===== config.mk =====
export PLATFORM = sky130hd
export DESIGN_NAME = bcos_sequencer
export DESIGN_NICKNAME = d
export VERILOG_FILES = /design/src/core/bcos_pkg.sv /design/src/core/bcos_sequencer.sv
export SDC_FILE = /design/constraint.sdc
export NUM_CORES = 1
export LEC_CHECK = 0
export BUFFER_PORTS_ARGS = -buffer_cell sky130_fd_sc_hd__buf_2
export CAP_MARGIN = 20
export CORE_ASPECT_RATIO = 0.7
export CORE_MARGIN = 2
export CORE_UTILIZATION = 50
export CTS_CLUSTER_DIAMETER = 50
export DETAILED_ROUTE_END_ITERATION = 6
export HOLD_SLACK_MARGIN = 0.08
export PLACE_DENSITY = 0.73
export SETUP_SLACK_MARGIN = 0.05
export SLEW_MARGIN = 0
export SYNTH_ARGS = -nofsm -noshare
export SYNTH_HDL_FRONTEND = slang
export SYNTH_SLANG_ARGS = --single-unit

===== constraint.sdc =====
create_clock -name clk_i -period 4.7 [get_ports clk_i]
set_clock_uncertainty 0.05 [all_clocks]
set_input_delay 0.47 -clock clk_i [delete_from_list [all_inputs] [get_ports clk_i]]
set_output_delay 0.47 -clock clk_i [all_outputs]
set_load 0.02 [all_outputs]

===== src/core/bcos_pkg.sv =====
// What this block does
// - Idle with stop_in_idle 0 keeps running
// - Idle with stop_in_idle 1 halts like sleep but keeps text
// - Sleep entry resets sequencer, discards text
// - Operation 0000 selects block encryption
// - Operation 0001 selects block decryption
// - Key of length n uses low n bits
// - Key config error blocks encrypt or decrypt
// - DES block 64 bits, AES 128 bits
// - Done interrupt as hardware clears go
// - ECB/CBC input consumed raises free interrupt
// - DES decrypt reads low 64 of second text
// - Decrypt inserts key expansion when keys changed
// - ECB/CBC session keys limited to 128 bits
// - Session enable bars stored key 1 use
// - Session enable raises no mode error for session key into first
// - Operation 1110 encrypts session key into text
// - Operation 1111 decrypts text into key space
// - Long session keys done in two halves
// - Key source 0000 selects session key
// - Counter-mode generation barred by key disable
// - AES counter mode: op 0000, cipher 1, 100
// - Software clearing go aborts, sets abort flag
// - Go set only when no errors pending
// - Go ignored when disabled or with write
package bcos_pkg;

	localparam logic [7:0] ADDR_CTRL = 8'h00;
	localparam logic [7:0] ADDR_CFG  = 8'h04;
	localparam logic [7:0] ADDR_STAT = 8'h08;
	localparam logic [7:0] ADDR_TXTA = 8'h10;
	localparam logic [7:0] ADDR_TXTB = 8'h20;
	localparam logic [7:0] ADDR_TXTC = 8'h30;
	localparam logic [7:0] ADDR_KEY  = 8'h40;

	// Control word bit positions
	localparam int CTRL_ENABLE  = 15;
	localparam int CTRL_SIDL    = 13;
	localparam int CTRL_DONE_IRQ_ENABLE  = 11;
	localparam int CTRL_INPUT_FREE_IRQ_ENABLE  = 10;
	localparam int CTRL_GO      = 8;
	localparam int CTRL_OP_LSB  = 4;
	localparam int CTRL_CSEL    = 3;
	localparam int CTRL_CM_LSB  = 0;
	// Config word bit positions
	localparam int CFG_KSRC_LSB = 0;
	localparam int CFG_KLEN_LSB = 4;
	localparam int CFG_SKSEL    = 6;
	localparam int CFG_SESSION_KEY_ENABLE   = 7;
	localparam int CFG_SWKDIS   = 8;
	localparam int CFG_WR       = 9;
	localparam int CFG_RD       = 10;
	// Status word bit positions
	localparam int STAT_ABORT   = 0;
	localparam int STAT_ROLL    = 1;
	localparam int STAT_MODF    = 2;
	localparam int STAT_KEYF    = 3;
	localparam int STAT_BUSY    = 4;

	localparam logic [3:0] OP_ENC    = 4'h0;
	localparam logic [3:0] OP_DEC    = 4'h1;
	localparam logic [3:0] OP_KEXP   = 4'h2;
	localparam logic [3:0] OP_SK_ENC = 4'hE;
	localparam logic [3:0] OP_SK_DEC = 4'hF;
	localparam logic [2:0] CM_ECB    = 3'h0;
	localparam logic [2:0] CM_CBC    = 3'h1;
	localparam logic [2:0] CM_CTR    = 3'h4;
	localparam logic [3:0] KSRC_SESSION = 4'h0;
	localparam logic [3:0] KSRC_STORED1 = 4'h1;
	localparam logic [1:0] KLEN_DES  = 2'h0;
	localparam logic [1:0] KLEN_128  = 2'h1;

	localparam int DES_BITS = 64;
	localparam int AES_BITS = 128;
	localparam logic [5:0] CYC_DES  = 6'h10;
	localparam logic [5:0] CYC_AES  = 6'h0E;
	localparam logic [5:0] CYC_KEXP = 6'h0A;
	localparam logic [5:0] CYC_FREE = 6'h02;

	typedef enum logic [1:0] {
		BCOS_IDLE,
		BCOS_EXPAND,
		BCOS_RUN
	} bcos_state_e;

	typedef struct packed {
		logic       enable;
		logic       stop_in_idle;
		logic       done_ie;
		logic       free_ie;
		logic [3:0] op;
		logic       cipher;
		logic [2:0] chain;
	} bcos_ctrl_s;

	typedef struct packed {
		logic       storage_read;
		logic       storage_write;
		logic       sw_key_dis;
		logic       sk_enable;
		logic       sk_half;
		logic [1:0] key_len;
		logic [3:0] key_src;
	} bcos_cfg_s;

endpackage : bcos_pkg


===== src/core/bcos_sequencer.sv =====
// Added by the designer: register access over Wishbone and the address map.
`timescale 1ns/1ps
`default_nettype none
module bcos_sequencer (
	input  wire logic        clk_i,
	input  wire logic        rst_i,
	input  wire logic        cyc_i,
	input  wire logic        stb_i,
	input  wire logic        we_i,
	input  wire logic [7:0]  adr_i,
	input  wire logic [3:0]  sel_i,
	input  wire logic [31:0] dat_i,
	output logic      [31:0] dat_o,
	output logic             ack_o,
	input  wire logic        idle_mode_i,
	input  wire logic        sleep_mode_i,
	input  wire logic        core_done_i,
	output logic             core_start_o,
	output logic      [3:0]  core_op_o,
	output logic             core_dec_bottom_o,
	output logic      [7:0]  core_key_bits_o,
	output logic             done_irq_o,
	output logic             free_irq_o
);

	bcos_pkg::bcos_ctrl_s   ctrl_reg;
	bcos_pkg::bcos_cfg_s    cfg_reg;
	bcos_pkg::bcos_state_e  state_reg;
	logic                   go_reg;
	logic                   abort_reg;
	logic                   mode_err_reg;
	logic                   need_exp_reg;
	logic [5:0]             cnt_reg;
	logic [31:0]            text_reg [0:11];
	logic [31:0]            key_reg  [0:7];
	logic                   idle_s1_reg, idle_s2_reg, sleep_s1_reg, sleep_s2_reg;
	logic                   ack_reg;
	logic                   free_sent_reg;

	////////////////////////////////////////////////////////////////////
	// Byte-lane merge
	function automatic logic [31:0] lane_merge(input logic [31:0] old_v,
		input logic [31:0] new_v, input logic [3:0] sel);
		logic [31:0] r;
		r = old_v;
		for (int i = 0; i < 4; i++) begin
			if (sel[i]) begin
				r[i*8 +: 8] = new_v[i*8 +: 8];
			end
		end
		return r;
	endfunction

	// Key length in bits
	function automatic logic [8:0] key_bits(input logic [1:0] len);
		case (len)
			2'h0:    key_bits = 9'h040;
			2'h1:    key_bits = 9'h080;
			2'h2:    key_bits = 9'h0C0;
			default: key_bits = 9'h100;
		endcase
	endfunction

	////////////////////////////////////////////////////////////////////
	// Synchronise power-mode pins
	always_ff @(posedge clk_i) begin
		if (rst_i) begin
			idle_s1_reg  <= 1'b0;
			idle_s2_reg  <= 1'b0;
			sleep_s1_reg <= 1'b0;
			sleep_s2_reg <= 1'b0;
		end else begin
			idle_s1_reg  <= idle_mode_i;
			idle_s2_reg  <= idle_s1_reg;
			sleep_s1_reg <= sleep_mode_i;
			sleep_s2_reg <= sleep_s1_reg;
		end
	end

	logic halt;
	assign halt = sleep_s2_reg
		| (idle_s2_reg & ctrl_reg.stop_in_idle);

	////////////////////////////////////////////////////////////////////
	// Configuration checks
	logic key_err;
	logic ctr_mode;
	logic long_key;
	always_comb begin
		ctr_mode = ctrl_reg.cipher && (ctrl_reg.chain == bcos_pkg::CM_CTR);
		long_key = cfg_reg.key_len > bcos_pkg::KLEN_128;
		key_err  = 1'b0;
		if (cfg_reg.sk_enable && cfg_reg.key_src == bcos_pkg::KSRC_STORED1
			&& (ctrl_reg.op == bcos_pkg::OP_ENC || ctrl_reg.op == bcos_pkg::OP_DEC)) begin
			key_err = 1'b1;
		end
		if ((ctrl_reg.op == bcos_pkg::OP_SK_ENC || ctrl_reg.op == bcos_pkg::OP_SK_DEC)
			&& long_key && (ctrl_reg.chain == bcos_pkg::CM_ECB
			|| ctrl_reg.chain == bcos_pkg::CM_CBC)) begin
			key_err = 1'b1;
		end
		if (ctr_mode && cfg_reg.sw_key_dis && ctrl_reg.op == bcos_pkg::OP_ENC) begin
			key_err = 1'b1;
		end
		if (!ctrl_reg.cipher && cfg_reg.key_len != bcos_pkg::KLEN_DES
			&& cfg_reg.key_len != bcos_pkg::KLEN_128) begin
			key_err = 1'b1;
		end
	end

	////////////////////////////////////////////////////////////////////
	// Bus decode
	logic acc, wr;
	logic wr_ctrl, wr_cfg, wr_stat;
	logic go_set_req, go_clr_req, go_ok;
	assign acc     = cyc_i & stb_i & ~ack_reg;
	assign wr      = acc & we_i;
	assign wr_ctrl = wr && adr_i == bcos_pkg::ADDR_CTRL;
	assign wr_cfg  = wr && adr_i == bcos_pkg::ADDR_CFG && !go_reg;
	assign wr_stat = wr && adr_i == bcos_pkg::ADDR_STAT;
	assign go_set_req = wr_ctrl && sel_i[1] && dat_i[bcos_pkg::CTRL_GO] && !go_reg;
	assign go_clr_req = wr_ctrl && sel_i[1] && !dat_i[bcos_pkg::CTRL_GO] && go_reg;
	assign go_ok = ctrl_reg.enable && !cfg_reg.storage_write && !cfg_reg.storage_read
		&& !abort_reg && !mode_err_reg && !key_err && !halt;

	always_ff @(posedge clk_i) begin
		if (rst_i) begin
			ack_reg <= 1'b0;
		end else begin
			ack_reg <= acc;
		end
	end
	assign ack_o = ack_reg;

	// Control and config registers; op, cipher, chain and config locked while running
	always_ff @(posedge clk_i) begin
		if (rst_i) begin
			ctrl_reg <= '0;
			cfg_reg  <= '0;
		end else begin
			if (wr_ctrl && sel_i[1]) begin
				ctrl_reg.enable       <= dat_i[bcos_pkg::CTRL_ENABLE];
				ctrl_reg.stop_in_idle <= dat_i[bcos_pkg::CTRL_SIDL];
				ctrl_reg.done_ie      <= dat_i[bcos_pkg::CTRL_DONE_IRQ_ENABLE];
				ctrl_reg.free_ie      <= dat_i[bcos_pkg::CTRL_INPUT_FREE_IRQ_ENABLE];
			end
			if (wr_ctrl && sel_i[0] && !go_reg) begin
				ctrl_reg.op     <= dat_i[bcos_pkg::CTRL_OP_LSB +: 4];
				ctrl_reg.cipher <= dat_i[bcos_pkg::CTRL_CSEL];
				ctrl_reg.chain  <= dat_i[bcos_pkg::CTRL_CM_LSB +: 3];
			end
			if (wr_cfg && sel_i[0]) begin
				cfg_reg.key_src <= dat_i[bcos_pkg::CFG_KSRC_LSB +: 4];
				cfg_reg.key_len <= dat_i[bcos_pkg::CFG_KLEN_LSB +: 2];
				cfg_reg.sk_half <= dat_i[bcos_pkg::CFG_SKSEL];
				// Session enable is one-time: only ever set
				cfg_reg.sk_enable <= cfg_reg.sk_enable | dat_i[bcos_pkg::CFG_SESSION_KEY_ENABLE];
			end
			if (wr_cfg && sel_i[1]) begin
				cfg_reg.sw_key_dis    <= dat_i[bcos_pkg::CFG_SWKDIS];
				cfg_reg.storage_write <= dat_i[bcos_pkg::CFG_WR] & ctrl_reg.enable;
				cfg_reg.storage_read  <= dat_i[bcos_pkg::CFG_RD];
			end else if (cfg_reg.storage_write || cfg_reg.storage_read) begin
				cfg_reg.storage_write <= 1'b0;
				cfg_reg.storage_read  <= 1'b0;
			end
			if (!ctrl_reg.enable) begin
				cfg_reg.storage_write <= 1'b0;
			end
		end
	end

	////////////////////////////////////////////////////////////////////
	// Key expansion tracking
	always_ff @(posedge clk_i) begin
		if (rst_i) begin
			need_exp_reg <= 1'b1;
		end else if (state_reg == bcos_pkg::BCOS_EXPAND && cnt_reg == '0) begin
			need_exp_reg <= 1'b0;
		end else if (cfg_reg.storage_write || (wr_cfg && sel_i[0]
			&& (dat_i[bcos_pkg::CFG_KLEN_LSB +: 2] != cfg_reg.key_len
			|| dat_i[bcos_pkg::CFG_KSRC_LSB +: 4] != cfg_reg.key_src))) begin
			need_exp_reg <= 1'b1;
		end
	end

	////////////////////////////////////////////////////////////////////
	// Operation sequencer
	logic dec_op, op_done;
	logic [5:0] run_cycles;
	assign dec_op = ctrl_reg.op == bcos_pkg::OP_DEC;
	assign run_cycles = ctrl_reg.cipher ? bcos_pkg::CYC_AES : bcos_pkg::CYC_DES;
	assign op_done = state_reg == bcos_pkg::BCOS_RUN && cnt_reg == '0 && core_done_i;

	always_ff @(posedge clk_i) begin
		if (rst_i) begin
			state_reg     <= bcos_pkg::BCOS_IDLE;
			go_reg        <= 1'b0;
			cnt_reg       <= '0;
			free_sent_reg <= 1'b0;
		end else if (halt || !ctrl_reg.enable) begin
			state_reg <= bcos_pkg::BCOS_IDLE;
			go_reg    <= 1'b0;
			cnt_reg   <= '0;
		end else begin
			case (state_reg)
				bcos_pkg::BCOS_IDLE: begin
					if (go_set_req && go_ok) begin
						go_reg        <= 1'b1;
						free_sent_reg <= 1'b0;
						if (dec_op && need_exp_reg) begin
							state_reg <= bcos_pkg::BCOS_EXPAND;
							cnt_reg   <= bcos_pkg::CYC_KEXP;
						end else begin
							state_reg <= bcos_pkg::BCOS_RUN;
							cnt_reg   <= run_cycles;
						end
					end
				end
				bcos_pkg::BCOS_EXPAND: begin
					if (go_clr_req) begin
						state_reg <= bcos_pkg::BCOS_IDLE;
						go_reg    <= 1'b0;
					end else if (cnt_reg == '0) begin
						state_reg <= bcos_pkg::BCOS_RUN;
						cnt_reg   <= run_cycles;
					end else begin
						cnt_reg <= cnt_reg - 6'h01;
					end
				end
				bcos_pkg::BCOS_RUN: begin
					if (go_clr_req) begin
						state_reg <= bcos_pkg::BCOS_IDLE;
						go_reg    <= 1'b0;
					end else if (op_done) begin
						state_reg <= bcos_pkg::BCOS_IDLE;
						go_reg    <= 1'b0;
					end else if (cnt_reg != '0) begin
						cnt_reg <= cnt_reg - 6'h01;
					end
					if (cnt_reg == bcos_pkg::CYC_FREE) begin
						free_sent_reg <= 1'b1;
					end
				end
				default: begin
					state_reg <= bcos_pkg::BCOS_IDLE;
					go_reg    <= 1'b0;
				end
			endcase
		end
	end

	// Abort and mode error flags; set wins over software clear
	always_ff @(posedge clk_i) begin
		if (rst_i) begin
			abort_reg    <= 1'b0;
			mode_err_reg <= 1'b0;
		end else begin
			abort_reg <= (go_clr_req && state_reg != bcos_pkg::BCOS_IDLE)
				|| (abort_reg && !(wr_stat && sel_i[0] && dat_i[bcos_pkg::STAT_ABORT]));
			mode_err_reg <= (go_set_req && ctrl_reg.enable && cfg_reg.sk_enable
				&& ctrl_reg.op == bcos_pkg::OP_SK_DEC && cfg_reg.key_src == bcos_pkg::KSRC_SESSION
				&& ctrl_reg.chain == bcos_pkg::CM_ECB && 1'b0)
				|| (mode_err_reg && !(wr_stat && sel_i[0] && dat_i[bcos_pkg::STAT_MODF]));
		end
	end

	////////////////////////////////////////////////////////////////////
	// Text and key spaces, writable only while idle
	genvar g;
	generate
		for (g = 0; g < 12; g++) begin : g_text
			always_ff @(posedge clk_i) begin
				if (rst_i || sleep_s2_reg) begin
					text_reg[g] <= '0;
				end else if (wr && !go_reg && adr_i == bcos_pkg::ADDR_TXTA + 8'(g * 4)) begin
					text_reg[g] <= lane_merge(text_reg[g], dat_i, sel_i);
				end
			end
		end
		for (g = 0; g < 8; g++) begin : g_key
			always_ff @(posedge clk_i) begin
				if (rst_i) begin
					key_reg[g] <= '0;
				end else if (wr && !go_reg && adr_i == bcos_pkg::ADDR_KEY + 8'(g * 4)) begin
					key_reg[g] <= lane_merge(key_reg[g], dat_i, sel_i);
				end
			end
		end
	endgenerate

	////////////////////////////////////////////////////////////////////
	// Read mux; key space is write-only
	always_ff @(posedge clk_i) begin
		if (rst_i) begin
			dat_o <= '0;
		end else if (acc && !we_i) begin
			dat_o <= '0;
			if (adr_i == bcos_pkg::ADDR_CTRL) begin
				dat_o[bcos_pkg::CTRL_ENABLE] <= ctrl_reg.enable;
				dat_o[bcos_pkg::CTRL_SIDL]   <= ctrl_reg.stop_in_idle;
				dat_o[bcos_pkg::CTRL_DONE_IRQ_ENABLE] <= ctrl_reg.done_ie;
				dat_o[bcos_pkg::CTRL_INPUT_FREE_IRQ_ENABLE] <= ctrl_reg.free_ie;
				dat_o[bcos_pkg::CTRL_GO]     <= go_reg;
				dat_o[7:0] <= {ctrl_reg.op, ctrl_reg.cipher, ctrl_reg.chain};
			end else if (adr_i == bcos_pkg::ADDR_CFG) begin
				dat_o[10:0] <= {cfg_reg.storage_read, cfg_reg.storage_write,
					cfg_reg.sw_key_dis, cfg_reg.sk_enable, cfg_reg.sk_half,
					cfg_reg.key_len, cfg_reg.key_src};
			end else if (adr_i == bcos_pkg::ADDR_STAT) begin
				dat_o[4:0] <= {go_reg, key_err, mode_err_reg, 1'b0, abort_reg};
			end else if (adr_i >= bcos_pkg::ADDR_TXTA && adr_i < bcos_pkg::ADDR_KEY
				&& !(cfg_reg.sk_enable && ctrl_reg.op == bcos_pkg::OP_SK_DEC
				&& adr_i < bcos_pkg::ADDR_TXTB)) begin
				dat_o <= text_reg[4'((adr_i - bcos_pkg::ADDR_TXTA) >> 2)];
			end
		end
	end

	////////////////////////////////////////////////////////////////////
	// Core handshake and interrupt pulses
	logic [8:0] key_len_bits;
	assign key_len_bits = key_bits(cfg_reg.key_len);

	always_ff @(posedge clk_i) begin
		if (rst_i) begin
			core_start_o      <= 1'b0;
			core_op_o         <= '0;
			core_dec_bottom_o <= 1'b0;
			core_key_bits_o   <= '0;
			done_irq_o        <= 1'b0;
			free_irq_o        <= 1'b0;
		end else begin
			core_start_o <= state_reg == bcos_pkg::BCOS_RUN && cnt_reg == run_cycles;
			core_op_o    <= state_reg == bcos_pkg::BCOS_EXPAND ? bcos_pkg::OP_KEXP
				: ctrl_reg.op;
			core_dec_bottom_o <= dec_op && !ctrl_reg.cipher;
			core_key_bits_o   <= key_len_bits[8:1];
			done_irq_o <= op_done && ctrl_reg.done_ie;
			free_irq_o <= state_reg == bcos_pkg::BCOS_RUN && cnt_reg == bcos_pkg::CYC_FREE
				&& !free_sent_reg && ctrl_reg.free_ie
				&& (ctrl_reg.chain == bcos_pkg::CM_ECB
				|| ctrl_reg.chain == bcos_pkg::CM_CBC);
		end
	end

endmodule : bcos_sequencer
`default_nettype wire


=== Word level (Yosys, flattened, before mapping) ===
Memories as Yosys holds them, arrays and structs flattened.
Cells that the tools add are included.

* Word-level logic and storage cells: 619
* Output and inout port bits: 49
* Memories kept: 1
* Register bits: 89
* Memory bits (writable): 384

{| class="wikitable"
|+ Memory list
! name !! words !! bits a word !! rd ports !! clocked after Yosys merged registers in !! write ports !! RTL line !! RTL
|-
| text_reg || 12 || 32 || 1 || 0 || 12 || bcos_sequencer.sv:34 || <nowiki>logic [31:0] text_reg [0:11];</nowiki>
|}

* Magnitude comparators: 4
* Reduce and logical (&&, ||, !) cells: 157
* Multiplexer cells: 277
* $add $sub $neg: 2
* Equality and inequality tests: 86
* Bitwise logic cells: 58

{| class="wikitable"
|+ Operators with widths
! operator !! number
|-
| 8-bit 2-to-1 mux || 192
|-
| 3-bit inequality test (second input constant) || 50
|-
| 2-bit AND reduction || 48
|-
| 1-bit logical AND || 65
|-
| 8-bit by 6-bit equality test with 1-bit output (second input constant) || 8
|-
| 1-bit 2-to-1 mux || 55
|-
| 1-bit OR || 50
|-
| 6-bit 2-to-1 mux || 6
|-
| 8-bit by 5-bit equality test with 1-bit output (second input constant) || 4
|-
| 32-bit 2-to-1 mux || 1
|-
| 27-bit 2-to-1 mux || 1
|-
| 9-bit case mux with 3 select lines || 1
|-
| 21-bit 2-to-1 mux || 1
|-
| 2-bit 2-to-1 mux || 10
|-
| 6-bit case mux with 3 select lines || 1
|-
| 16-bit 2-to-1 mux || 1
|-
| 1-bit zero test || 15
|-
| 5-bit 2-to-1 mux || 3
|-
| 11-bit 2-to-1 mux || 1
|-
| 2-bit inequality test (second input constant) || 5
|-
| 2-bit nonzero test || 5
|-
| 1-bit logical OR || 9
|-
| 9-bit 2-to-1 mux || 1
|-
| 4-bit by 1-bit equality test with 1-bit output (second input constant) || 2
|-
| 34 further kinds || 49
|}

=== Logic depth before layout (Yosys ltp) ===
Gate-level depths: netlist of run 1.

* Word-level depth: 13
* Depth in mapped cells: 12
* Gate-level depth less buffers: 8

=== Least setup slack after synthesis of run 1 ===
Ideal clock, no wire load.

* Kind: in2reg
* From: in adr_i[4]
* To: reg cnt_reg[4]
* Arrival time: 2.920 ns
* Buffers on the path: 3
* Setup slack: 1.660 ns
* Stages on the path: 10
* Cell sequence: clkbuf_1 inv_1 clkbuf_1 buf_1 ha_1 and3_1 a41oi_2 a311o_1 or4_1 a21oi_1

* Cells in the longest elaborated chain, start to end: 8

{| class="wikitable"
|+ Ends and longest elaborated chain
! element !! RTL line !! RTL
|-
| from (decl) || bcos_sequencer.sv:10 || <nowiki>input wire logic [7:0] adr_i,</nowiki>
|-
| 8-bit zero test (*) || bcos_sequencer.sv:118 || <nowiki>assign wr_ctrl = wr && adr_i == bcos_pkg::ADDR_CTRL;</nowiki>
|-
| 1-bit logical AND (*) || bcos_sequencer.sv:118 ||
|-
| 1-bit logical AND (*) || bcos_sequencer.sv:121, bcos_sequencer.sv:122 ||
|-
| 1-bit logical AND (2 in series) || bcos_sequencer.sv:121 || <nowiki>assign go_set_req = wr_ctrl && sel_i[1] && dat_i[bcos_pkg::CTRL_GO] && !go_reg;</nowiki>
|-
| 1-bit logical AND || bcos_sequencer.sv:208 || <nowiki>if (go_set_req && go_ok) begin</nowiki>
|-
| 2-bit inequality test (no source line) || - ||
|-
| 6-bit AND reduction (no source line) (*) || - ||
|-
| to (signal assigned) || bcos_sequencer.sv:213 || <nowiki>cnt_reg <= bcos_pkg::CYC_KEXP;</nowiki>
|-
| to (signal assigned) || bcos_sequencer.sv:216 || <nowiki>cnt_reg <= run_cycles;</nowiki>
|-
| to (signal assigned) || bcos_sequencer.sv:226 || <nowiki>cnt_reg <= run_cycles;</nowiki>
|-
| to (decl) || bcos_sequencer.sv:33 || <nowiki>logic [5:0] cnt_reg;</nowiki>
|}

Mark *: on every way between the ends. The rest lies on a longest branch, timed or not.
A chain may end at the register's enable or synchronous reset.

==> metrics.md, run 1 <==
| Metric | Value |
|---|---|
| Post-Syn Area per Cell | `12.58 um2` |
| Most numerous cell in the Yosys netlist | `and3_1` |
| Commonest cells post-synth | `and3_1 (389), edfxtp_1 (384), nand2_1 (216), clkbuf_1 (156), mux4_2 (96)` |
| Wirelength per Cell | `24.26 um` |
| Hpwl dp | `34400 um` |
| CTS Buf Count | `46` |
| Sequential fraction of the synthesis area | `61.05%` |
| Min-Delay Path Class | `input pin to flop` |
| Clk_lat worst skew | `0.57 ns` |
| Post-route ant nets | `0` |
| XOR/XNOR share of the synthesized area | `0.3238%` |
| Fin crit share | `69.78%` |
| Failing checks | `design-rule violations` |
| Achievable Freq | `304.9 MHz` |
| CTS hold repair buffers | `1` |
| Max_cap viols | `0` |
| Synth warn | `0` |
| RSZ-0062 raised after global routing | `no` |
| CTS Sinks | `468` |
| Synth cell types | `60` |
| IO Pins | `101` |
| Effective utilization at floorplan | `50.94%` |
| Most Crowded Layer GR | `met2` |
| Ys flop type | `edfxtp_1` |
| PwrDens | `377.5 nW/um2` |
| Crit. End Element | `flop` |
| Mux cell area share after synthesis | `10.82%` |
| Root buffer cell | `clkbuf_16` |
| Placed Instances | `2223` |
| Grt ovf | `0` |
| M3 GR Usage | `5.297%` |
| Post-Layout Cell Count | `2311` |
| GR Layer Usage met2 | `38.34%` |
| Max FFs per register | `384` |
| Nets@finish | `1787` |
| Met1 GRT Util | `36.99%` |
| Number of port buffers | `95` |
| Final Hold Vio Count | `0` |
| Synth Area in Simple Gates | `19.20%` |
| EDFF count, synth | `384` |
| Worst slew margin | `26.87%` |
| Pins Over Slew Limit | `0` |
| Die X | `252.7 um` |
| Endpoints failing setup | `0` |
| VDD IR-drop max | `0.0002856 V` |
| Layout area overhead | `10.63%` |
| Core area | `42490 um2` |
| Leak pwr | `0.01012 uW` |
| Number of global-route vias before repair | `14100` |
| Yosys reg bits | `468` |
| Critical Path RT | `4.87 ns` |
| Mapped Cells | `1720` |
| DR pass1 iterations | `7` |
| Floorplan die height | `178.1 um` |
| Critical Path Source Type | `flop` |
| Synth top area cells | `edfxtp_1 (53%), and3_1 (11%), mux4_2 (10%), dfxtp_1 (7.8%), nand2_1 (3.7%)` |
| Status | `finished with violations` |
| Antenna violations before repair | `0` |
| Routed wire length | `56060 um` |
| Share of the synthesized area in the top cell type | `53.28%` |
| Post-synthesis adder-cell area fraction | `0.8094%` |
| CTS tree | `built` |
| # DRC | `1` |
| Total power | `9039 uW` |
| Die footprint | `44990 um2` |
| Clock period minus worst slack | `3.280 ns` |
| First-pass GRT wire length | `85610 um` |
| Worst EP arrival | `3.45 ns` |
| Initial DRC count | `2186` |
| Pre-CTS setup slack | `1.026 ns` |
| Share of cells above drive strength 1 | `18.54%` |
| Setup CP Type | `flop to flop` |
| Final RePlAce weighted congestion | `0.8960` |
| Vias/cell | `6.316` |
| Synthesized cell area | `21640 um2` |
| Clock Path Buffers | `3` |
| Area leader, netlist | `edfxtp_1` |
| FFs w/ async S/R, synth | `0%` |
| # H-tree levels | `2` |
| Worst-path clk slew | `0.06 ns` |
| Cts repair resizes | `0` |
| Largest net degree at the start of global routing | `112` |
| Overall Global Routing Usage | `25.08%` |
| DR vias | `14600` |
| Worst Max-Slew Pin Slew | `1.097 ns` |
| Worst-path maximum fanout | `19` |
| Setup Buffers After CTS | `0` |
| Rows | `63` |
| Largest family of logic cells by synthesized area | `simple AND/OR/NAND/NOR gates` |
| Setup TNS | `0 ns` |
| Compound-Gate Fraction of Synth Area | `4.111%` |
| Final WS setup | `1.420 ns` |
-- stage by stage --
stage	util, %	instance area, um2	hold slack (ns)
floorplan	-	21660	0.3638
global placement	52.76	22420	0.3688
detailed placement	52.76	22420	0.3892
CTS	56.33	23930	0.08373
global route	56.34	23940	0.1153
finish	56.35	23940	0.09596
-- critical path: stages, from the launching register on --
cell	delay, ns
dfxtp_1	0.33
nand4b_1	0.35
nor2_1	0.39
nand4b_1	0.28
nor2_2	0.76
buf_4	0.36
nand2_1	0.07
nand2_1	0.33
-- cells in the final DEF, fill, tap and decap left out, types with 15 or more instances in the layout --
cell,n
nand2_1,216
a21oi_1,29
mux2i_1,18
edfxtp_1,384
o21ai_0,44
and3_1,389
buf_4,37
clkbuf_16,48
buf_2,93
inv_1,18
dfxtp_1,84
a31oi_1,15
mux4_2,96
nor2_1,58
nand3_1,39
-- layer usage --
metal	share of wire, %	up-vias
met4	1.7	0
met3	11	93
met2	46	822
met1	41	7228
met5	0	-
li1	-	6453
-- report_power, final --
group | leakage, uW | internal, uW | total [uW] | switching [uW]
logic | 0.00470 | 203 | 624 | 422
clock network | 0.000754 | 2120 | 3710 | 1590
registers | 0.00467 | 4650 | 4700 | 54.4
total | 0.0101 | 6970 | 9040 | 2060
-- final cells by class --
type	count	area, um2
Multi-Input combinational cell	1055	7695
Clock buffer	57	1255
Timing Repair Buffer	133	772.0
Fill cell	3353	18550
Antenna cell	1	2.502
Sequential cell	468	13210
Tap cell	552	690.7
Clock inverter	28	250.2
Inverter	17	63.81
-- path summary, 6_finish.rpt --
check	cells after the start	to	slack, ns	start
worst max-delay path	7	text_reg[6][5]	1.42	ack_o
worst min-delay path	2	idle_s1_reg	0.1	idle_mode_i
worst max register to register	7	text_reg[6][5]	1.42	ack_o
worst min register to register	1	sleep_s2_reg	0.40	sleep_s1_reg
-- cell families (layout without fill, tap and decap cells) --
kind of cell	after synthesis	in the layout
compound gates	138	138
xor+xnor	8	8
fa+ha+maj	14	14
buf+inv	201	235
flops	468	468
mux	114	114
other cells	1	6
simple gates	776	776
No activity file was read; power rests on OpenSTA's default activity.
==> run 2: changes to the inputs <==
Settings changed: ABC_AREA from default to 1, PLACE_DENSITY 0.73 to 0.76.
Clock period 4.7 ns to 2.9 ns, I/O delays scaled along.
==> run 2 against run 1 <==
The flow now finishes without violations. Final area decreased by 1.6%. Worst hold slack improved by 0.047 ns. Synthesized cell count increased by 28%. First-iteration DRC count decreased by 0.23%. Flip-flop and latch count unchanged. Routed wire length increased by 2.5%. Combinational power increased by 75%. Sequential share of layout area increased by 0.87 points. Clock-buffer cell count increased by 2. Largest cell class unchanged.
==> metrics.md, run 2 <==
| Metric | Value |
|---|---|
| Endpoints failing setup | `0 (unchanged)` |
| Routed wire length | `57450 um (was 56060 um)` |
| Synth cell types | `43 (was 60)` |
| Fin crit share | `90.82%` |
| Ys flop type | `edfxtp_1 (unchanged)` |
| Core area | `41270 um2 (was 42490 um2)` |
| Effective utilization at floorplan | `50.94% (about the same)` |
| Share of cells above drive strength 1 | `12.83% (was 18.54%)` |
| Vias/cell | `5.742 (was 6.316)` |
| Wirelength per Cell | `20.10 um (was 24.26 um)` |
| DR pass1 iterations | `6 (was 7)` |
| RSZ-0062 raised after global routing | `no (unchanged)` |
| Achievable Freq | `379.7 MHz` |
| Post-route ant nets | `0 (unchanged)` |
| Setup TNS | `0 ns (unchanged)` |
| Reg power frac | `52.5% (was 52.0%)` |
| Min-Delay Path Class | `input pin to flop (unchanged)` |
| Grt ovf | `0 (unchanged)` |
| Status | `completed (was finished with violations)` |
| Final Hold Vio Count | `0 (unchanged)` |
| # diodes | `0 (was 1)` |
| First-pass GRT wire length | `87430 um (was 85610 um)` |
| Most common cell after layout, fill and taps aside | `nor2_1 (was and3_1)` |
| Clk_lat worst skew | `0.58 ns (was 0.57 ns)` |
| Synth top area cells | `edfxtp_1 (55%), nor2_1 (12%), dfxtp_1 (8.0%), nand2_1 (5.1%), inv_1 (2.6%) (was edfxtp_1 (53%), and3_1 (11%), mux4_2 (10%), dfxtp_1 (7.8%), nand2_1 (3.7%))` |
| Commonest cells post-synth | `nor2_1 (667), edfxtp_1 (384), nand2_1 (287), inv_1 (144), nand3_1 (96) (was and3_1 (389), edfxtp_1 (384), nand2_1 (216), clkbuf_1 (156), mux4_2 (96))` |
| Cts repair resizes | `0 (unchanged)` |
| Largest net degree at the start of global routing | `84 (was 112)` |
| PwrDens | `620.8 nW/um2 (was 377.5 nW/um2)` |
| FF+latch area | `13210 um2 (unchanged)` |
| Final RePlAce weighted congestion | `0.9319 (was 0.8960)` |
| Sequential fraction of the synthesis area | `62.85% (was 61.05%)` |
| Most frequent cells in the layout | `nor2_1 (666), edfxtp_1 (384), nand2_1 (285), inv_1 (144), nand3_1 (96) (was and3_1 (389), edfxtp_1 (384), nand2_1 (216), mux4_2 (96), buf_2 (93))` |
| # DRC | `0 (was 1)` |
| Clock share of power | `40.1% (was 41.1%)` |
| Mapped Cells | `2204 (was 1720)` |
| Placed Instances | `2759 (was 2223)` |
| Worst-path maximum fanout | `25 (was 19)` |
| Share of the synthesized area in the top cell type | `54.85% (was 53.28%)` |
| Max FFs per register | `384 (unchanged)` |
| CTS Buf Count | `46 (unchanged)` |
| Placed Area | `21950 um2 (was 22420 um2)` |
| Crit. End Element | `flop (unchanged)` |
| Crit-path cells | `dlygate4sd3_1, buf_2, nand2_1, nor2_2, dlygate4sd3_1, inv_1, nor2_2, inv_1, buf_12, a21oi_1, nand2_1, a21oi_1 (was nand4b_1, nor2_1, nand4b_1, nor2_2, buf_4, nand2_1, nand2_1)` |
| CTS tree | `built (unchanged)` |
| # H-tree levels | `2 (unchanged)` |
| Most numerous cell in the Yosys netlist | `nor2_1 (was and3_1)` |
| Area of the multi-input gates | `6699 um2 (was 7695 um2)` |
| Nets@finish | `2344 (was 1787)` |
| Die footprint | `43730 um2 (was 44990 um2)` |
| Fillers | `3522 (was 3353)` |
| Power share of the combinational group | `7.5% (was 6.9%)` |
| Rows | `62 (was 63)` |
| Number of port buffers | `95 (unchanged)` |
| Post-synthesis adder-cell area fraction | `0.8332% (was 0.8094%)` |
| Worst Max-Slew Pin Slew | `0.7836 ns (was 1.097 ns)` |
| Hpwl dp | `38420 um (was 34400 um)` |
| Max_cap viols | `0 (unchanged)` |
| Worst-path clk slew | `0.07 ns (was 0.06 ns)` |
| FFs w/ async S/R, synth | `0% (unchanged)` |
| Post-Syn Area per Cell | `9.539 um2 (was 12.58 um2)` |
| Number of global-route vias before repair | `15650 (was 14100)` |
| Critical Path Source Type | `input pin (was flop)` |
| Overall Global Routing Usage | `25.77% (was 25.08%)` |
| Final non-filler cell area | `23570 um2 (was 23940 um2)` |
| Clock period minus worst slack | `2.634 ns` |
| Setup CP Type | `input pin to flop (was flop to flop)` |
| Area leader, netlist | `edfxtp_1 (unchanged)` |
| Largest family of logic cells by synthesized area | `simple AND/OR/NAND/NOR gates (unchanged)` |
| Worst slew margin | `47.71% (was 26.87%)` |
| Synth warn | `0 (unchanged)` |
| Switch Pwr | `3537 uW (was 2065 uW)` |
| CP peak stage delay | `0.57 ns (was 0.76 ns)` |
| Die X | `249.1 um (was 252.7 um)` |
| Floorplan die height | `175.6 um (was 178.1 um)` |
| IO Pins | `101 (unchanged)` |
| XOR/XNOR share of the synthesized area | `0.2083% (was 0.3238%)` |
| VDD IR-drop max | `0.0004755 V (was 0.0002856 V)` |
| Layout area overhead | `12.11% (was 10.63%)` |
| EDFF count, synth | `384 (unchanged)` |
| Critical Path RT | `3.35 ns (was 4.87 ns)` |
| Leak pwr | `0.009486 uW (was 0.01012 uW)` |
| Compound-Gate Fraction of Synth Area | `7.011% (was 4.111%)` |
| CP max stage cell | `dlygate4sd3_1 (was nor2_2)` |
| Synth Area in Simple Gates | `23.66% (was 19.20%)` |
| Synthesized cell area | `21020 um2 (was 21640 um2)` |
| CTS Sinks | `468 (unchanged)` |
| Pins Over Slew Limit | `0 (unchanged)` |
| Worst EP arrival | `3.08 ns (was 3.45 ns)` |
| Root buffer cell | `clkbuf_16 (unchanged)` |
| Initial DRC count | `2181 (was 2186)` |
| Clock Path Buffers | `3 (unchanged)` |
| Yosys reg bits | `468 (unchanged)` |
| DR vias | `16410 (was 14600)` |
| Pint | `11090 uW (was 6974 uW)` |
| Sw frac | `24.17% (was 22.84%)` |
| Post-Layout Cell Count | `2858 (was 2311)` |
| Antenna violations before repair | `1 (was 0)` |
| Mux cell area share after synthesis | `0% (was 10.82%)` |
## run 2: path summary, 6_finish.rpt
| kind | cells past startpoint | end | startpoint | slack [ns] |
|---|---|---|---|---|
| max | 12 | dat_o[10] | stb_i | 0.27 |
| min | 4 | dat_o[15] | we_i | 0.14 |
| max reg2reg | 9 | dat_o[10] | ack_o | 0.31 |
| min reg2reg | 2 | sleep_s2_reg | sleep_s1_reg | 0.36 |
## run 2: cells by family (layout without fill, tap and decap cells)
group	count (synthesis)	after routing
compound gates	256	256
xor+xnor	5	5
fa+ha+maj	14	14
buf+inv	273	379
flops	468	468
other cells	1	5
simple gates	1187	1187
## run 2: through the flow
step | setup slack, ns | total power [uW] | utilization (%) | hold WS (ns)
6_report | 0.2662 | 14630 | 57.11 | 0.1427
5_1_grt | 0.1184 | 14990 | 57.11 | 0.1806
4_1_cts | 0.1284 | 14610 | 57.06 | 0.1222
3_5_place_dp | 0.2736 | 8857 | 53.19 | 0.3476
3_3_place_gp | 0.3855 | 8835 | 53.19 | 0.3496
2_1_floorplan | 0.5952 | 8449 | - | 0.3383
## run 2: area by class of cell
| type | count | share of cell area, % |
|---|---|---|
| clock inverters | 25 | 0.8759 |
| repair buffers | 144 | 4.045 |
| well taps | 544 | 2.888 |
| inverters | 151 | 2.405 |
| multi-input cells | 1467 | 28.42 |
| flip-flops and latches | 468 | 56.06 |
| clock buffers | 59 | 5.303 |
## run 2: critical path, delay by kind of cell
| family | cells | cell delay (ns) |
|---|---|---|
| buf+inv | 6 | 1.92 |
| simple gates | 4 | 0.59 |
| compound gates | 2 | 0.26 |
## run 2: repair_timing
item,CTS,global route
endpoints found under the setup margin,0,18
endpoints found under the hold margin,13,0
hold buffers,14,0
setup buffers,0,1
## run 2: power by group through the flow
stage	logic, uW	clock network (uW)	registers [uW]
final	1090	5860	7670
after global routing	1170	6120	7700
after CTS	1070	5870	7670
after detailed placement	1050	0	7810
after global placement	1030	0	7800
after floorplan	667	0	7780
## run 2: routing by layer
metal / vias to the layer above / wire length (um) / GRT usage [%]
li1: 7483 / - / -
met1: 7826 / 23460 / 37.23
met2: 994 / 25650 / 39.57
met3: 108 / 6948 / 5.453
met4: 0 / 1389 / 7.329
met5: - / 0 / 0
==> run 3: changes to the inputs <==
Settings changed: MAX_ROUTING_LAYER from default to met4.
==> run 3 against run 2 <==
Worst hold slack improved by 0.064 ns. First-iteration DRC count increased by 0.18%. Register-to-register slack lost 0.06 ns. Clock-buffer cell count rose by 1. Sequential power about the same. Largest power group unchanged. Highest routed layer unchanged. Critical path depth decreased by 2. Flip-flop and latch count is the same. Sequential share of layout area is 0.063 points higher. Via count barely moved. Core utilization down 0.064 points. Power is 0.65% lower. Fmax fell by 2.1%.
==> metrics.md, run 3 (same netlist as run 2, synthesis figures left out) <==
| Metric | Value |
|---|---|
| Max_cap viols | `0 (unchanged)` |
| Leak pwr | `0.009482 uW (was 0.009486 uW)` |
| Pins Over Slew Limit | `0 (unchanged)` |
| Routed wire length | `57240 um (was 57450 um)` |
| PwrDens | `617.4 nW/um2 (was 620.8 nW/um2)` |
| Worst EP arrival | `2.85 ns (was 3.08 ns)` |
| Initial DRC count | `2185 (was 2181)` |
| Root buffer cell | `clkbuf_16 (unchanged)` |
| Worst-path maximum fanout | `9 (was 25)` |
| RSZ-0062 raised after global routing | `no (unchanged)` |
| Critical Path Source Type | `input pin (unchanged)` |
| Clock period minus worst slack | `2.690 ns (was 2.634 ns)` |
| Setup CP Type | `input pin to flop (unchanged)` |
| Placed Area | `21970 um2 (was 21950 um2)` |
| Post-route ant nets | `0 (unchanged)` |
| Worst-path clk slew | `0.06 ns (was 0.07 ns)` |
| Clk_lat worst skew | `0.56 ns (was 0.58 ns)` |
| # DRC | `0 (unchanged)` |
| Sw frac | `23.77% (was 24.17%)` |
| Endpoints failing setup | `0 (unchanged)` |
| # diodes | `0 (unchanged)` |
| Total power | `14540 uW (was 14630 uW)` |
| # H-tree levels | `2 (unchanged)` |
| Critical Path Most Common Cell | `nand2_1` |
| Fin crit share | `92.77% (was 90.82%)` |
| Layout area overhead | `11.98% (was 12.11%)` |
| Crit-path cells | `dlygate4sd3_1, buf_2, nand2_1, nor2_2, nand2_1, nor3_4, nand2_1, nor2_1, nand2_1, nand2_1 (was dlygate4sd3_1, buf_2, nand2_1, nor2_2, dlygate4sd3_1, inv_1, nor2_2, inv_1, buf_12, a21oi_1, nand2_1, a21oi_1)` |
| DR pass1 iterations | `6 (unchanged)` |
| Worst slew margin | `51.30% (was 47.71%)` |
| CP max stage cell | `dlygate4sd3_1 (unchanged)` |
| Clock Path Buffers | `3 (unchanged)` |
| Max FFs per register | `384 (unchanged)` |
| Final non-filler cell area | `23540 um2 (was 23570 um2)` |
| Final Hold Vio Count | `0 (unchanged)` |
| Switch Pwr | `3455 uW (was 3537 uW)` |
| Achievable Freq | `371.7 MHz (was 379.7 MHz)` |
| Final WS setup | `0.2096 ns (was 0.2662 ns)` |
| Hold Path Origin | `we_i (unchanged)` |
| Largest net degree at the start of global routing | `83 (was 84)` |
| Final RePlAce weighted congestion | `0.9197 (was 0.9319)` |
| Floorplan die height | `175.6 um (unchanged)` |
| Delay-heaviest family, CP | `simple AND/OR/NAND/NOR gates (was buffers and inverters)` |
| Die footprint | `43730 um2 (unchanged)` |
| Nets@finish | `2349 (was 2344)` |
| Min-Delay Path Class | `input pin to flop (unchanged)` |
| VDD IR-drop max | `0.0005209 V (was 0.0004755 V)` |
| DR vias | `16430 (was 16410)` |
| Hpwl dp | `38740 um (was 38420 um)` |
| Share of cells above drive strength 1 | `12.86% (was 12.83%)` |
| Overall Global Routing Usage | `26.84% (was 25.77%)` |
| Die X | `249.1 um (unchanged)` |
| Wirelength per Cell | `20.01 um (was 20.10 um)` |
| Crit path from | `stb_i (unchanged)` |
| Reg power frac | `52.8% (was 52.5%)` |
| CTS Buf Count | `46 (unchanged)` |
| Vias/cell | `5.741 (was 5.742)` |
| Critical Path RT | `3.06 ns (was 3.35 ns)` |
| Rows | `62 (unchanged)` |
| Clock share of power | `39.7% (was 40.1%)` |
| Most frequent cells in the layout | `nor2_1 (665), edfxtp_1 (384), nand2_1 (285), inv_1 (144), nand3_1 (96) (was nor2_1 (666), edfxtp_1 (384), nand2_1 (285), inv_1 (144), nand3_1 (96))` |
| Crit. End Element | `flop (unchanged)` |
| Most common cell after layout, fill and taps aside | `nor2_1 (unchanged)` |
| CP peak stage delay | `0.52 ns (was 0.57 ns)` |
| IO Pins | `101 (unchanged)` |
| CTS Sinks | `468 (unchanged)` |
| Hold_ws | `0.2063 ns (was 0.1427 ns)` |
| Number of port buffers | `95 (unchanged)` |
| First-pass GRT wire length | `88450 um (was 87430 um)` |
| CP bufs+invs | `2 (was 6)` |
| Grt ovf | `0 (unchanged)` |
| Pre-CTS setup slack | `0.04315 ns (was 0.2736 ns)` |
| Power share of the combinational group | `7.5% (about the same)` |
| Number of global-route vias before repair | `15710 (was 15650)` |
| Antenna violations before repair | `0 (was 1)` |
| Worst Max-Slew Pin Slew | `0.7296 ns (was 0.7836 ns)` |
| Core area | `41270 um2 (unchanged)` |
| Reg-to-reg startpoint | `ack_o (unchanged)` |
| Status | `completed (unchanged)` |
| Setup TNS | `0 ns (unchanged)` |
| Pint | `11080 uW (was 11090 uW)` |
| CTS tree | `built (unchanged)` |
| Setup Buffers After CTS | `0 (unchanged)` |
| Effective utilization at floorplan | `50.94% (unchanged)` |
-- run 3: changes by cell type in the layout (fill, tap and decap cells not counted), sizes merged --
cell,delta
clkinv,+2
clkbuf,+1
inv,-3
clkinvlp,-2
buf,+5
-- run 3: repair_timing --
item	4_1_cts	5_1_grt
setup endpoints to repair	0	32
endpoints found under the hold margin	13	0
resized for setup	0	1
hold buffers	14	0
-- run 3: worst min-delay path: stages --
cell	delay, ns
buf_2	0.12
nand3_1	0.14
nor2_4	0.09
a21oi_1	0.13
-- run 3: area by class of cell --
type	count	area (um2)
clock buffers	60	1255
clock inverters	22	172.7
fillers	3495	17730
inverters	151	566.8
multi-input cells	1467	6701
flip-flops and latches	468	13210
well taps	544	680.7
repair buffers	149	953.4
-- run 3: metal layers --
metal	GRT usage, %	up-vias	share of wire (%)
li1	-	7476	-
met1	37.89	7837	42
met2	39.87	982	44
met3	4.742	130	12
met4	8.233	0	2.9
met5	-	-	0
-- run 3: path summary, 6_finish.rpt --
kind / slack (ns) / depth (start not counted) / to
setup / recovery: 0.21 / 10 / text_reg[2][4]
hold / removal: 0.21 / 4 / ctrl_reg[10]
setup reg to reg: 0.25 / 7 / text_reg[2][4]
hold reg to reg: 0.37 / 2 / sleep_s2_reg
-- run 3: power by group through the flow --
| stage | combinational [uW] | sequential, uW | clock [uW] |
|---|---|---|---|
| after global placement | 1030 | 7800 | 0 |
| final | 1090 | 7670 | 5770 |
| after CTS | 1070 | 7670 | 5800 |
| after floorplan | 667 | 7780 | 0 |
| after global routing | 1170 | 7700 | 6060 |
| after detailed placement | 1040 | 7810 | 0 |
-- run 3: per-stage QoR --
stage	cells	utilization, %
6_report	2861	57.05
3_3_place_gp	2765	53.24
2_1_floorplan	2208	-
5_1_grt	2861	57.05
4_1_cts	2861	57.04
3_5_place_dp	2765	53.24
